`src/i2cst_defs.vh`:
```
// Register map, field positions and reset values of the SCL timing and status block.
// Assumes a 32-bit APB slave port and a 200 MHz module clock.
//
// Contract
// (RULE_01) Software programs the SCL high and low counts for the speed in use before any transfer.
// (RULE_02) Standard speed holds SCL high for the 16-bit count at offset 0x14.
// (RULE_03) Standard speed holds SCL low for the 16-bit count at offset 0x18.
// (RULE_04) Fast speed takes its SCL high length from the 16-bit count at offset 0x1c.
// (RULE_05) Fast speed takes its SCL low length from the 16-bit count at offset 0x20.
// (RULE_06) High speed takes SCL high from offset 0x24 and SCL low from offset 0x28.
// (RULE_07) Status bit 11 is set only when the general call address is received and acknowledged.
// (RULE_08) Status bit 10 is set when a START or RESTART appears on the bus.
// (RULE_09) A status bit is set whenever a STOP appears on the bus.
// (RULE_10) Period counters count module clocks and reload on each SCL phase change; counts and flags reset to zero.
`ifndef I2CST_DEFS_VH
`define I2CST_DEFS_VH

// Byte offsets
`define I2CST_OFS_STD_HCNT   8'h14
`define I2CST_OFS_STD_LCNT   8'h18
`define I2CST_OFS_FAST_HCNT  8'h1c
`define I2CST_OFS_FAST_LCNT  8'h20
`define I2CST_OFS_HIGH_HCNT  8'h24
`define I2CST_OFS_HIGH_LCNT  8'h28
`define I2CST_OFS_CAUSE      8'h2c
`define I2CST_OFS_CTRL       8'h30
`define I2CST_OFS_MASK       8'h34
`define I2CST_OFS_RAW        8'h38

// Control fields
`define I2CST_CTRL_EN        0
`define I2CST_CTRL_SPD_LO    1
`define I2CST_CTRL_SPD_HI    2
`define I2CST_CTRL_GC_ACK    3
`define I2CST_CTRL_W         4

// Speed codes
`define I2CST_SPD_STD        2'h1
`define I2CST_SPD_FAST       2'h2
`define I2CST_SPD_HIGH       2'h3

// Status fields
`define I2CST_BIT_STOP       9
`define I2CST_BIT_START      10
`define I2CST_BIT_GCALL      11
`define I2CST_STAT_W         12

// Reset values
`define I2CST_RST_CNT        16'h0000
`define I2CST_RST_CTRL       4'h0
`define I2CST_RST_STAT       12'h000

// Bus constants
`define I2CST_GCALL_ADDR     8'h00
`define I2CST_BITS_PER_BYTE  4'h8

`endif

```
`src/i2cst_top.v`:
```
// SCL period generator, bus condition detector and interrupt status with an APB slave port.
// Assumes SCL and SDA are open-drain wires resolved outside; inputs are asynchronous.
`timescale 1ns/100ps
`include "i2cst_defs.vh"
module i2cst_top (
    // Clock and reset
    input  wire        clk_in,
    input  wire        rst_b_in,
    // APB slave
    input  wire        psel_in,
    input  wire        penable_in,
    input  wire        pwrite_in,
    input  wire [7:0]  paddr_in,
    input  wire [31:0] pwdata_in,
    output wire [31:0] prdata_out,
    output wire        pready_out,
    output wire        pslverr_out,
    // I2C pins
    input  wire        scl_in,
    output wire        scl_out,
    output wire        scl_oe_out,
    input  wire        sda_in,
    output wire        sda_out,
    output wire        sda_oe_out,
    // Interrupt
    output wire        irq_out
);
    localparam ST_IDLE = 4'b0001;
    localparam ST_ADDR = 4'b0010;
    localparam ST_ACK  = 4'b0100;
    localparam ST_SKIP = 4'b1000;

    reg  [15:0] std_scl_high_count_q;
    reg  [15:0] std_scl_low_count_q;
    reg  [15:0] fast_scl_high_count_q;
    reg  [15:0] fast_scl_low_count_q;
    reg  [15:0] high_scl_high_count_q;
    reg  [15:0] high_scl_low_count_q;
    reg  [`I2CST_CTRL_W-1:0] ctrl_q;
    reg  [`I2CST_STAT_W-1:0] mask_q;
    reg  [`I2CST_STAT_W-1:0] raw_q;
    reg  [`I2CST_STAT_W-1:0] raw_d;
    reg  [31:0] prdata_q;
    reg         pready_q;
    reg         pslverr_q;
    reg         irq_q;
    reg         scl_oe_q;
    reg         sda_oe_q;
    reg  [15:0] cnt_q;
    reg  [3:0]  state_q;
    reg  [3:0]  bitcnt_q;
    reg  [7:0]  shift_q;
    reg         scl_prev_q;
    reg         sda_prev_q;
    reg  [31:0] rdata;
    reg         hit;
    reg  [15:0] hcnt_sel;
    reg  [15:0] lcnt_sel;

    wire [1:0]  pin_sync;
    wire        scl_s;
    wire        sda_s;
    wire        scl_rise;
    wire        scl_fall;
    wire        start_det;
    wire        stop_det;
    wire        gcall_set;
    wire        acc;
    wire        wr_en;
    wire [1:0]  speed;
    wire        run;
    wire [`I2CST_STAT_W-1:0] w1c;

    // Pin synchronisers
    i2cst_sync #(
        .W (2)
    ) u_sync (
        .clk_in   (clk_in),
        .rst_b_in (rst_b_in),
        .async_in ({sda_in, scl_in}),
        .sync_out (pin_sync)
    );
    assign scl_s = pin_sync[0];
    assign sda_s = pin_sync[1];

    always @(posedge clk_in or negedge rst_b_in) begin
        if (!rst_b_in) begin
            scl_prev_q <= 1'b1;
            sda_prev_q <= 1'b1;
        end else begin
            scl_prev_q <= scl_s;
            sda_prev_q <= sda_s;
        end
    end

    // Bus edges and conditions
    assign scl_rise  = scl_s & ~scl_prev_q;
    assign scl_fall  = ~scl_s & scl_prev_q;
    assign start_det = scl_s & scl_prev_q & sda_prev_q & ~sda_s;
    assign stop_det  = scl_s & scl_prev_q & ~sda_prev_q & sda_s;

    // APB decode
    assign acc   = psel_in & penable_in;
    assign wr_en = acc & pready_q & pwrite_in & hit;
    assign w1c   = (wr_en && paddr_in == `I2CST_OFS_RAW) ?
                   pwdata_in[`I2CST_STAT_W-1:0] : {`I2CST_STAT_W{1'b0}};

    always @* begin
        hit   = 1'b1;
        rdata = 32'h0000_0000;
        case (paddr_in)
            `I2CST_OFS_STD_HCNT:  rdata = {16'h0000, std_scl_high_count_q};
            `I2CST_OFS_STD_LCNT:  rdata = {16'h0000, std_scl_low_count_q};
            `I2CST_OFS_FAST_HCNT: rdata = {16'h0000, fast_scl_high_count_q};
            `I2CST_OFS_FAST_LCNT: rdata = {16'h0000, fast_scl_low_count_q};
            `I2CST_OFS_HIGH_HCNT: rdata = {16'h0000, high_scl_high_count_q};
            `I2CST_OFS_HIGH_LCNT: rdata = {16'h0000, high_scl_low_count_q};
            `I2CST_OFS_CAUSE:     rdata = {20'h00000, raw_q & mask_q};
            `I2CST_OFS_CTRL:      rdata = {28'h0000000, ctrl_q};
            `I2CST_OFS_MASK:      rdata = {20'h00000, mask_q};
            `I2CST_OFS_RAW:       rdata = {20'h00000, raw_q};
            default:              hit   = 1'b0;
        endcase
    end

    // APB answer, one wait state
    always @(posedge clk_in or negedge rst_b_in) begin
        if (!rst_b_in) begin
            pready_q  <= 1'b0;
            pslverr_q <= 1'b0;
            prdata_q  <= 32'h0000_0000;
        end else begin
            if (acc && !pready_q) begin
                pready_q  <= 1'b1;
                pslverr_q <= ~hit;
                prdata_q  <= pwrite_in ? 32'h0000_0000 : rdata;
            end else begin
                pready_q  <= 1'b0;
                pslverr_q <= 1'b0;
            end
        end
    end

    // Register writes
    always @(posedge clk_in or negedge rst_b_in) begin
        if (!rst_b_in) begin
            std_scl_high_count_q  <= `I2CST_RST_CNT; // RULE_10
            std_scl_low_count_q   <= `I2CST_RST_CNT;
            fast_scl_high_count_q <= `I2CST_RST_CNT;
            fast_scl_low_count_q  <= `I2CST_RST_CNT;
            high_scl_high_count_q <= `I2CST_RST_CNT;
            high_scl_low_count_q  <= `I2CST_RST_CNT;
            ctrl_q                <= `I2CST_RST_CTRL;
            mask_q                <= `I2CST_RST_STAT;
        end else if (wr_en) begin
            case (paddr_in)
                `I2CST_OFS_STD_HCNT:  std_scl_high_count_q  <= pwdata_in[15:0]; // RULE_02
                `I2CST_OFS_STD_LCNT:  std_scl_low_count_q   <= pwdata_in[15:0]; // RULE_03
                `I2CST_OFS_FAST_HCNT: fast_scl_high_count_q <= pwdata_in[15:0]; // RULE_04
                `I2CST_OFS_FAST_LCNT: fast_scl_low_count_q  <= pwdata_in[15:0]; // RULE_05
                `I2CST_OFS_HIGH_HCNT: high_scl_high_count_q <= pwdata_in[15:0]; // RULE_06
                `I2CST_OFS_HIGH_LCNT: high_scl_low_count_q  <= pwdata_in[15:0]; // RULE_06
                `I2CST_OFS_CTRL:      ctrl_q <= pwdata_in[`I2CST_CTRL_W-1:0];
                `I2CST_OFS_MASK:      mask_q <= pwdata_in[`I2CST_STAT_W-1:0];
                default:              ctrl_q <= ctrl_q;
            endcase
        end
    end

    // Count selection by speed
    assign speed = ctrl_q[`I2CST_CTRL_SPD_HI:`I2CST_CTRL_SPD_LO];
    assign run   = ctrl_q[`I2CST_CTRL_EN] && speed != 2'h0; // RULE_01

    always @* begin
        case (speed)
            `I2CST_SPD_FAST: begin
                hcnt_sel = fast_scl_high_count_q; // RULE_04
                lcnt_sel = fast_scl_low_count_q; // RULE_05
            end
            `I2CST_SPD_HIGH: begin
                hcnt_sel = high_scl_high_count_q; // RULE_06
                lcnt_sel = high_scl_low_count_q; // RULE_06
            end
            default: begin
                hcnt_sel = std_scl_high_count_q; // RULE_02
                lcnt_sel = std_scl_low_count_q; // RULE_03
            end
        endcase
    end

    // SCL period generator; a released SCL held low by another party stretches
    always @(posedge clk_in or negedge rst_b_in) begin
        if (!rst_b_in) begin
            scl_oe_q <= 1'b0;
            cnt_q    <= 16'h0000;
        end else if (!run) begin
            scl_oe_q <= 1'b0;
            cnt_q    <= 16'h0000;
        end else if (scl_oe_q) begin
            if (cnt_q <= 16'h0001) begin
                scl_oe_q <= 1'b0; // RULE_10
                cnt_q    <= hcnt_sel;
            end else begin
                cnt_q <= cnt_q - 16'h0001; // RULE_03
            end
        end else if (scl_s) begin
            if (cnt_q <= 16'h0001) begin
                scl_oe_q <= 1'b1; // RULE_10
                cnt_q    <= lcnt_sel;
            end else begin
                cnt_q <= cnt_q - 16'h0001; // RULE_02
            end
        end
    end

    // Address receiver for general call
    always @(posedge clk_in or negedge rst_b_in) begin
        if (!rst_b_in) begin
            state_q  <= ST_IDLE;
            bitcnt_q <= 4'h0;
            shift_q  <= 8'h00;
            sda_oe_q <= 1'b0;
        end else if (stop_det) begin
            state_q  <= ST_IDLE;
            sda_oe_q <= 1'b0;
        end else if (start_det) begin
            state_q  <= ST_ADDR;
            bitcnt_q <= 4'h0;
            sda_oe_q <= 1'b0;
        end else begin
            case (state_q)
                ST_ADDR: begin
                    if (scl_rise && bitcnt_q != `I2CST_BITS_PER_BYTE) begin
                        shift_q  <= {shift_q[6:0], sda_s};
                        bitcnt_q <= bitcnt_q + 4'h1;
                    end else if (scl_fall && bitcnt_q == `I2CST_BITS_PER_BYTE) begin
                        if (shift_q == `I2CST_GCALL_ADDR && ctrl_q[`I2CST_CTRL_GC_ACK]) begin
                            sda_oe_q <= 1'b1;
                            state_q  <= ST_ACK;
                        end else begin
                            state_q <= ST_SKIP;
                        end
                    end
                end
                ST_ACK: begin
                    if (scl_fall) begin
                        sda_oe_q <= 1'b0;
                        state_q  <= ST_SKIP;
                    end
                end
                ST_IDLE: state_q <= ST_IDLE;
                ST_SKIP: state_q <= ST_SKIP;
                default: state_q <= ST_IDLE;
            endcase
        end
    end

    assign gcall_set = (state_q == ST_ACK) && scl_rise && sda_oe_q;

    // Sticky status: set wins over write-one clear
    always @* begin
        raw_d = raw_q & ~w1c;
        if (gcall_set) begin
            raw_d[`I2CST_BIT_GCALL] = 1'b1; // RULE_07
        end
        if (start_det) begin
            raw_d[`I2CST_BIT_START] = 1'b1; // RULE_08
        end
        if (stop_det) begin
            raw_d[`I2CST_BIT_STOP] = 1'b1; // RULE_09
        end
    end

    always @(posedge clk_in or negedge rst_b_in) begin
        if (!rst_b_in) begin
            raw_q <= `I2CST_RST_STAT; // RULE_10
            irq_q <= 1'b0;
        end else begin
            raw_q <= raw_d;
            irq_q <= |(raw_d & mask_q);
        end
    end

    // Outputs
    assign prdata_out  = prdata_q;
    assign pready_out  = pready_q;
    assign pslverr_out = pslverr_q;
    assign scl_out     = 1'b0;
    assign scl_oe_out  = scl_oe_q;
    assign sda_out     = 1'b0;
    assign sda_oe_out  = sda_oe_q;
    assign irq_out     = irq_q;
endmodule // i2cst_top

```
`src/i2cst_sync.v`:
```
// Two-flop synchroniser for a group of level inputs.
// Assumes inputs are asynchronous to clk_in.
`timescale 1ns/100ps
module i2cst_sync #(
    parameter W = 2
) (
    // Clock and reset
    input  wire         clk_in,
    input  wire         rst_b_in,
    // Data
    input  wire [W-1:0] async_in,
    output wire [W-1:0] sync_out
);
    genvar i;
    generate
        for (i = 0; i < W; i = i + 1) begin : g_bit
            reg meta_q;
            reg sync_q;
            always @(posedge clk_in or negedge rst_b_in) begin
                if (!rst_b_in) begin
                    meta_q <= 1'b1;
                    sync_q <= 1'b1;
                end else begin
                    meta_q <= async_in[i];
                    sync_q <= meta_q;
                end
            end
            assign sync_out[i] = sync_q;
        end
    endgenerate
endmodule // i2cst_sync

```
`config.mk`:
```
export PLATFORM = sky130hd
export DESIGN_NAME = i2cst_top
export DESIGN_NICKNAME = d
export VERILOG_FILES = /design/src/i2cst_top.v /design/src/i2cst_sync.v
export VERILOG_INCLUDE_DIRS = /design/src
export SDC_FILE = /design/constraint.sdc
export NUM_CORES = 1
export LEC_CHECK = 0
export ABC_CLOCK_PERIOD_IN_PS = 3100
export BUFFER_PORTS_ARGS = -buffer_cell sky130_fd_sc_hd__buf_2
export CORE_MARGIN = 2
export CORE_UTILIZATION = 25
export DETAILED_ROUTE_END_ITERATION = 8
export GPL_ROUTABILITY_DRIVEN = 0
export GPL_TIMING_DRIVEN = 0
export SETUP_SLACK_MARGIN = 0.3
export SYNTH_ARGS = -nofsm -noshare
export SYNTH_HDL_FRONTEND = slang
export SYNTH_SLANG_ARGS = --single-unit
export TNS_END_PERCENT = 100
```
`constraint.sdc`:
```
create_clock -name clk_in -period 3.1 [get_ports clk_in]
set_clock_uncertainty 0.15 [all_clocks]
set_input_delay 0 -clock clk_in [delete_from_list [all_inputs] [get_ports clk_in]]
set_output_delay 0 -clock clk_in [all_outputs]
set_load 0.01 [all_outputs]
```
* Word-level counts from Yosys, hierarchy flattened *
Cells that the tools add are included.
W data, S select, Z words.

operators by class
  muxes and demuxes = 38
  bitwise logic cells = 22
  reductions and logical operators = 28
  add/subtract/negate cells = 2
  eq/ne operators = 22
  order comparisons = 1

operator list
  kind                     count
  $pmux W16 S10            1
  $mux W16                 5
  $pmux W16 S2             2
  $eq A8 B6 Y1 const B     7
  $and A12 B12 Y12         3
  $mux W4                  9
  $mux W32                 1
  $eq A8 B5 Y1 const B     3
  $ne A4 B4 Y1 const B     5
  $mux W1                  17
  $le A16 B1 Y1 const B    1
  $reduce_and A2 Y1        8
  $sub A16 B1 Y16 const B  1
  $mux W12                 1
  $not A12 Y12             1
  $pmux W4 S3              1
  $reduce_or A12 Y1        1
  $and A1 B1 Y1            11
  $reduce_or A10 Y1        1
  $eq A4 B4 Y1 const B     2
  $logic_and A1 B1 Y1      8
  $logic_not A8 Y1         1
  $not A1 Y1               7
  $reduce_and A3 Y1        2
  11 further kinds         14

word-level totals
  register bits after elaboration = 199
  output and inout port bits = 39
  word-level logic and storage cells = 138
  bits of input ports = 47

* Logic depth before layout (Yosys ltp) *
Gate-level depths: netlist of run 1.

  depth after elaboration = 11
  gate-level depth with buffers = 9

* Hierarchy *
A second synthesis of run 1 with hierarchy kept.

second synthesis, totals
  cells, all modules = 835
  area total of the unflattened synthesis = 9659.3 µm²

modules (own cells, without submodules)
  module      area an instance (µm²)  times used  seq. area each (µm²)  cells an instance
  i2cst_top   9539.1                  1           4483.0                829
  i2cst_sync  120.1                   1           105.1                 6

* Worst setup path before layout of run 1 *
No wires, ideal clock.

  path kind = reg2reg
  start point = register scl_oe_q, in the netlist scl_oe_out
  end point = register cnt_q[2]
  data required time = 2.829 ns
  library setup time = 0.121 ns
  stages on the path, launching flop included = 10
  slack = 0.696 ns
  buffers on the path = 4
  arrival time = 2.133 ns
  cell sequence = dfrtp_1 buf_2 buf_2 buf_2 buf_2 mux2i_1 nor2_1 a21oi_1 mux2i_1 a22o_1

on the way
  word-level cells in the longest chain between the ends = 2

ends and longest elaborated chain
  item                      RTL line         source
  start: declaration        i2cst_top.v:47   reg scl_oe_q;
  start signal: assignment  i2cst_top.v:194  scl_oe_q <= 1'b0;
  start signal: assignment  i2cst_top.v:197  scl_oe_q <= 1'b0;
  start signal: assignment  i2cst_top.v:201  scl_oe_q <= 1'b0;
  $mux W16                  i2cst_top.v:199  end else if (scl_oe_q) begin
  $mux W16                  i2cst_top.v:196  end else if (!run) begin
  end signal: assignment    i2cst_top.v:202  cnt_q <= hcnt_sel;
  end signal: assignment    i2cst_top.v:204  cnt_q <= cnt_q - 16'h0001;
  end signal: assignment    i2cst_top.v:209  cnt_q <= lcnt_sel;
  end: declaration          i2cst_top.v:49   reg [15:0] cnt_q;

Parallel ways exist; a longest one is shown, timed or not.
A chain may end at the register's enable or synchronous reset.

* Worst setup path after layout of run 1 *
  start point = input paddr_in[2]
  end point = register irq_q, in the netlist irq_out

on the way
  word-level cells in the longest chain between the ends = 11

ends and longest elaborated chain
  item                                                 RTL line                                           source
  start: declaration                                   i2cst_top.v:13                                     input wire [7:0] paddr_in,
  $eq A8 B6 Y1 / $eq A8 B5 Y1 (equally long branches)  i2cst_top.v:111                                    case (paddr_in)
  $reduce_or A10 Y1 (no line)                          --
  $mux W1                                              i2cst_top.v:111
  $and A1 B1 Y1                                        i2cst_top.v:104                                    assign wr_en = acc & pready_q & pwrite_in & hit;
  $logic_and A1 B1 Y1 (no line) (*)                    --
  $mux W12 (*)                                         i2cst_top.v:105                                    assign w1c = (wr_en && paddr_in == `I2CST_OFS_RAW) ?
  $not A12 Y12 (*)                                     i2cst_top.v:262                                    raw_d = raw_q & ~w1c;
  $and A12 B12 Y12 (*)                                 i2cst_top.v:262
  $mux W1, on equally long branches                    i2cst_top.v:269, i2cst_top.v:263, i2cst_top.v:266
  $and A12 B12 Y12 (*)                                 i2cst_top.v:280                                    irq_q <= |(raw_d & mask_q);
  $reduce_or A12 Y1 (*)                                i2cst_top.v:280
  end signal: assignment                               i2cst_top.v:280
  end: declaration                                     i2cst_top.v:46                                     reg irq_q;

Mark *: on every way between the ends. The rest lies on a longest branch, timed or not.

==> impl_metrics.py, run 1 <==
metrics = {
    "sta": {
        "maxSlewViolCount": 0,
        "finalSetupViolCount": 0,
        "fmax_mhz": 373,
        "tightest_slew_ps": 1060,
        "fin_crit_ps": 2680,
        "worst_hold_slack_ps": 28.6,
        "hold_violations": 0,
        "slew_headroom": 0.289,
        "fin_tns_setup_ps": 0,
        "period_share": 0.866,
        "grt_setup_unrepaired": "false",
    },
    "layout": {
        "drive_gt1_frac": 0.305,
        "area_growth_pct": 19.4,
        "multi_input_area_sq_mm": 0.00454,
        "n_antenna_cell": 0,
        "nFillCells": 3910,
        "regArea_sq_mm": 0.00459,
        "nets": 967,
    },
    "global_routing": {
        "grt-ovfl-total": 0,
        "grt_util_all_layers": 0.154,
        "antenna_found_initial": 2,
        "grt_pass1_vias": 7467,
        "grt_pass1_wl_mm": 45.7,
        "grt_max_degree": 112,
    },
    "logic_synthesis": {
        "ys_seq_area_frac": 0.484,
        "netlist_area_sq_mm": 0.00948,
        "ys_seq_elements": 183,
        "synth_cell_types": 70,
        "synth_edf_count": 0,
        "synth_warnings": 0,
        "synth_cells": 807,
        "synth_common_cells": "dfrtp_1 (176), mux2_2 (124), nand2_1 (51), o21ai_0 (40), a22oi_1 (37)",
        "synth_area_leader_cell": "dfrtp_1",
        "synth.avg_cell_area_sq_um": 11.7,
        "yosys.area.top_type_share": 0.465,
        "synth_area_leaders": "dfrtp_1 (46%), mux2_2 (15%), mux4_2 (3.8%), a22oi_1 (2.9%), o21ai_0 (2.1%)",
        "synthFlopType": "dfrtp_1",
        "async_flop_share": 1.00,
        "synth.most_common_cell": "dfrtp_1",
    },
    "worst_setup_path": {
        "cp_max_fo": 10,
        "cp-end-kind": "flop",
        "reg2reg_to": "cnt_q[12]",
        "cpMaxStageDelayCell": "nor4b_1",
        "reg2regPathDepth": 6,
        "crit_type": "primary input to flop",
        "crit_path_start_kind": "primary input",
        "cp_data_required_time_ps": 3240,
        "path_cells": "buf_2 > clkbuf_1 > nor4b_1 > dlygate4sd3_1 > nand4_1 > a32o_1 > a311oi_1 > nand4_1",
        "worst_path_most_repeated_cell": "nand4_1",
        "reg2reg_slack_ps": 450,
        "rr_startpoint": "cnt_q[10]",
        "slowest_delay_ps": 750,
        "crit_arrival_ps": 2830,
    },
    "power_and_ir_drop": {
        "p_per_area_mw_per_mm2": 429,
        "max-vdd-ir-drop_uv": 366,
        "p_leak_nw": 4.90,
        "total_power_w": 0.00486,
    },
    "route": {
        "viasPerCell": 5.09,
        "vias": 7329,
        "route.detailed.drc": 0,
        "dr.pass1.iters": 5,
        "detail-route-antenna-nets": 0,
        "wire_per_inst_microns": 20.5,
        "totalWireLength_mm": 29.6,
        "drtIter0Drc": 581,
    },
    "worst_hold_path": {
        "worstHoldPathType": "primary input to flop",
        "hold_start": "paddr_in[7]",
        "hold_end": "pslverr_out",
        "holdPathStages": 4,
    },
    "run_status": {
        "status": "finished, final reports clean",
    },
    "cts": {
        "cts_tree": "done",
        "clkSinkCount": 183,
        "path_clk_slew_ps": 70,
        "ctsRootBufferMaster": "clkbuf_16",
        "insertion_delay_ps": 450,
        "h-tree-depth": 4,
        "clockBufferDepth": 2,
        "postCtsSetupBuffers": 0,
        "numCtsBuffers": 17,
    },
    "floorplan": {
        "io_pins": 86,
        "die_h_microns": 199,
        "initial_utilization": 0.253,
        "rows": 71,
        "die_w_microns": 199,
        "dieArea_sq_mm": 0.0395,
        "coreArea_sq_mm": 0.0375,
    },
    "placed_design": {
        "port-buffer-count": 48,
        "hpwlAfterDp_mm": 20.4,
    },
    "flow_run": {
        "cap_violations": 0,
    },
}
==> stage by stage <==
step | cell area (sq um) | util | worst slack, ps | std cells
after floorplan | 9540 | - | 696 | 824
after global placement | 10400 | 0.278 | -1260 | 1383
after detailed placement | 10500 | 0.279 | -190 | 1384
after CTS | 11300 | 0.301 | 309 | 1440
after global routing | 11300 | 0.302 | 316 | 1440
final | 11300 | 0.302 | 416 | 1440
==> flip-flops by register name (all words and copies together) (netlist names), 4 cells and up <==
name and count:
state_q 4, fast_scl_low_count_q 16, cnt_q 16, high_scl_high_count_q 16, std_scl_high_count_q 16, mask_q 12, shift_q 8, fast_scl_high_count_q 16
raw_q 12, std_scl_low_count_q 16, bitcnt_q 4, high_scl_low_count_q 16, ctrl_q 4, prdata_out 16
==> kinds of logic after synthesis <==
kind of cell               Yosys count  synth area share
AOI/OAI and AO/OA                  200             0.150
DFF                                183             0.484
and+or+nand+nor                    176             0.107
muxes                              159             0.205
buffers and inverters               80            0.0445
adders and majority gates            4           0.00528
xor gates and xnor gates             4           0.00370
other                                1          0.000396
==> cell usage in the layout, fill, tap and decap left out, types with 5 or more instances in the layout <==
| cell type | count |
|---|---|
| and2_1 | 9 |
| nor4b_1 | 5 |
| mux4_2 | 16 |
| a32o_1 | 5 |
| a21oi_1 | 21 |
| inv_1 | 9 |
| inv_8 | 5 |
| buf_2 | 53 |
| nand3b_1 | 5 |
| a221oi_1 | 16 |
| nand3_1 | 21 |
| a22oi_1 | 37 |
| dfstp_2 | 7 |
| a22o_1 | 5 |
| conb_1 | 18 |
| dlygate4sd3_1 | 24 |
| nand4_1 | 8 |
| buf_4 | 24 |
| o22ai_1 | 14 |
| nor2_1 | 21 |
| o211ai_1 | 9 |
| clkbuf_16 | 17 |
| mux2i_1 | 19 |
| a21boi_0 | 6 |
| o22a_1 | 8 |
| a211oi_1 | 6 |
| buf_6 | 5 |
| mux2_2 | 124 |
| clkbuf_1 | 29 |
| o221ai_1 | 5 |
| nor3_1 | 11 |
| dfrtp_1 | 176 |
| nand2_1 | 51 |
| o21ai_0 | 40 |
==> worst max path at each step <==
stage / startpoint / endpoint / depth (start not counted)
3_3_place_gp: rst_b_in / cnt_q[0] / 1
2_1_floorplan: scl_oe_out / cnt_q[2] / 9
5_1_grt: paddr_in[2] / irq_out / 8
3_5_place_dp: scl_oe_out / cnt_q[1] / 9
6_report: paddr_in[2] / irq_out / 8
4_1_cts: scl_oe_out / cnt_q[1] / 9
==> power by group <==
group | total [W] | switching, W | internal [W] | leakage, nW
sequential | 0.00241 | 0.00000913 | 0.00240 | 2.52
clock | 0.00222 | 0.00108 | 0.00114 | 0.280
combinational | 0.000231 | 0.000160 | 0.0000704 | 2.10
total | 0.00486 | 0.00125 | 0.00361 | 4.90
==> layer usage <==
metal	part of all wire	vias up	track usage
li1	-	3269	-
met1	0.44	3712	0.203
met2	0.46	293	0.246
met3	0.074	51	0.0407
met4	0.023	4	0.0478
met5	0.00091	-	0
==> layout make-up <==
type	instances	area share
tap	511	0.0565
multi-input combinational	561	0.401
sequential	183	0.406
timing repair buffer	73	0.0458
clock inverter	15	0.0139
buffer	70	0.0359
clock buffer	17	0.0376
inverter	10	0.00332
==> worst max-delay path, delay by kind of cell <==
family / cells / cell delay (ps)
simple gates: 3 / 1040
buf+inv: 3 / 1110
compound gates: 2 / 690
==> repair_timing <==
item / CTS / global route
endpoints found under the setup margin: 15 / 12
resized for setup: 7 / 3
hold endpoints to repair: 305 / 0
hold buffers: 24 / 0
Power figures use the tool's default switching activity.
==> run 2, diff against run 1 <==
--- a/config.mk
+++ b/config.mk
@@ -6,7 +6,7 @@
 export SDC_FILE = /design/constraint.sdc
 export NUM_CORES = 1
 export LEC_CHECK = 0
-export ABC_CLOCK_PERIOD_IN_PS = 3100
+export ABC_CLOCK_PERIOD_IN_PS = 2520
 export BUFFER_PORTS_ARGS = -buffer_cell sky130_fd_sc_hd__buf_2
 export CORE_MARGIN = 2
 export CORE_UTILIZATION = 25
@@ -14,6 +14,7 @@
 export GPL_ROUTABILITY_DRIVEN = 0
 export GPL_TIMING_DRIVEN = 0
 export SETUP_SLACK_MARGIN = 0.3
+export SKIP_LAST_GASP = 1
 export SYNTH_ARGS = -nofsm -noshare
 export SYNTH_HDL_FRONTEND = slang
 export SYNTH_SLANG_ARGS = --single-unit
==> constraint.sdc (replaced) <==
create_clock -name clk_in -period 2.52 [get_ports clk_in]
set_clock_uncertainty 0.15 [all_clocks]
set_input_delay 0 -clock clk_in [delete_from_list [all_inputs] [get_ports clk_in]]
set_output_delay 0 -clock clk_in [all_outputs]
set_load 0.01 [all_outputs]
==> impl_metrics.py, run 2 (same netlist as run 1, synthesis figures left out) <==
metrics = {
    "run_status": {
        "status": "finished, final reports clean",
    },
    "global_routing": {
        "grt_pass1_wl_mm": 47.1,
        "grt-ovfl-total": 0,
        "antenna_found_initial": 1,
        "grt_max_degree": 100,
        "grt_pass1_vias": 7658,
        "grt_util_all_layers": 0.158,
    },
    "power_and_ir_drop": {
        "pwr-share-clk": 0.445,
        "p_per_area_mw_per_mm2": 484,
        "max-vdd-ir-drop_uv": 455,
        "power_frac_comb": 0.050,
        "p_sw_w": 0.00153,
        "swShare": 0.260,
        "p_leak_nw": 5.23,
        "power_frac_seq": 0.505,
        "total_power_w": 0.00586,
        "intPower_w": 0.00434,
    },
    "floorplan": {
        "dieArea_sq_mm": 0.0395,
        "io_pins": 86,
        "die_h_microns": 199,
        "coreArea_sq_mm": 0.0375,
        "rows": 71,
        "die_w_microns": 199,
        "initial_utilization": 0.253,
    },
    "sta": {
        "maxSlewViolCount": 0,
        "grt_setup_unrepaired": "true",
        "tightest_slew_ps": 865,
        "finalSetupViolCount": 0,
        "fin_crit_ps": 2280,
        "period_share": 0.907,
        "fin_tns_setup_ps": 0,
        "fmax_mhz": 438,
        "hold_violations": 0,
        "slew_headroom": 0.421,
    },
    "route": {
        "wire_per_inst_microns": 21.1,
        "dr.pass1.iters": 5,
        "viasPerCell": 5.12,
        "detail-route-antenna-nets": 0,
        "route.detailed.drc": 0,
        "vias": 7507,
        "drtIter0Drc": 747,
        "totalWireLength_mm": 31.0,
    },
    "layout": {
        "nFillCells": 3831,
        "nets": 994,
        "regArea_sq_mm": 0.00459,
        "n_antenna_cell": 0,
        "final_common_cell": "dfrtp_1",
        "drive_gt1_frac": 0.378,
        "multi_input_area_sq_mm": 0.00493,
        "layout_common_cells": "dfrtp_1 (174), mux2_2 (79), nand2_1 (50), buf_2 (50), mux2_4 (45)",
        "area_growth_pct": 27.8,
    },
    "cts": {
        "path_clk_slew_ps": 80,
        "ctsRootBufferMaster": "clkbuf_16",
        "h-tree-depth": 4,
        "clockBufferDepth": 2,
        "numCtsBuffers": 17,
        "cts_tree": "done",
        "insertion_delay_ps": 450,
        "clkSinkCount": 183,
    },
    "worst_setup_path": {
        "reg2reg_slack_ps": 240,
        "crit_arrival_ps": 2490,
        "cp-end-kind": "flop",
        "crit_path_start_kind": "flop",
        "crit_type": "flop to flop",
        "cp_max_fo": 4,
        "cp_data_required_time_ps": 2730,
    },
    "placed_design": {
        "hpwlAfterDp_mm": 20.6,
        "port-buffer-count": 48,
    },
    "worst_hold_path": {
        "worstHoldPathType": "primary input to async pin",
    },
    "flow_run": {
        "cap_violations": 0,
    },
}
==> run 2: cell count changes in the layout (fill, tap and decap cells not counted), sizes merged <==
cell,before,now
buf,88,114
bufinv,1,0
clkbuf,47,52
dlygate4sd3,24,23
clkinvlp,3,2
clkdlybuf4s15,1,0
==> run 2: worst max-delay path, cell delays in order (launching register included) <==
cell and delay (ps):
dfrtp_1 390, or4_4 540, or2_4 290, nor3_4 190, buf_4 150, mux2_2 340, o22ai_1 150
==> run 2: final cells by class <==
class | count | area share
sequential | 183 | 0.379
inverter | 10 | 0.00320
clock buffer | 19 | 0.0357
tap | 511 | 0.0528
multi-input combinational | 561 | 0.407
timing repair buffer | 100 | 0.0678
buffer | 70 | 0.0451
clock inverter | 13 | 0.00930
==> run 2: repair_timing <==
action / in CTS / in global routing
endpoints found under the hold margin: 223 / 1
pin swaps: 19 / 10
gates resized for setup: 64 / 108
hold buffers: 22 / 1
setup endpoints to repair: 111 / 105
cloned: 1 / 4
setup buffers: 18 / 5
==> run 2: per-stage QoR <==
step | utilization | cell area (sq um) | hold WS, ps | std cells | setup WS [ps]
2_1_floorplan | - | 9560 | -446 | 824 | 315
3_3_place_gp | 0.279 | 10400 | -45.0 | 1383 | -1820
3_5_place_dp | 0.280 | 10500 | -47.6 | 1384 | -589
4_1_cts | 0.310 | 11600 | -52.9 | 1457 | 201
5_1_grt | 0.323 | 12100 | 65.9 | 1467 | 168
6_report | 0.323 | 12100 | 44.2 | 1467 | 235
==> run 2: per-layer routing <==
metal	GRT usage	part of all wire
met1	0.212	0.43
met2	0.249	0.47
met3	0.0409	0.081
met4	0.0456	0.017
met5	0	0.00036
==> run 2: worst paths after layout <==
path                                              from                     end  depth (start not counted)
max in group asynchronous                     rst_b_in                cnt_q[2]                          3
worst max-delay path                         cnt_q[11]                cnt_q[1]                          6
worst min register to register  u_sync.g_bit[1].meta_q  u_sync.g_bit[1].sync_q                          0
worst min-delay path                          rst_b_in             bitcnt_q[2]                          2
worst max register to register               cnt_q[11]                cnt_q[1]                          6
min in group clk_in                             sda_in  u_sync.g_bit[1].meta_q                          2
==> run 2: power groups by stage <==
stage | combinational, W | clock, W | sequential (W)
2_1_floorplan | 0.0000908 | 0 | 0.00301
3_3_place_gp | 0.000244 | 0 | 0.00302
3_5_place_dp | 0.000252 | 0 | 0.00302
4_1_cts | 0.000286 | 0.00262 | 0.00296
5_1_grt | 0.000324 | 0.00276 | 0.00296
6_report | 0.000294 | 0.00261 | 0.00296
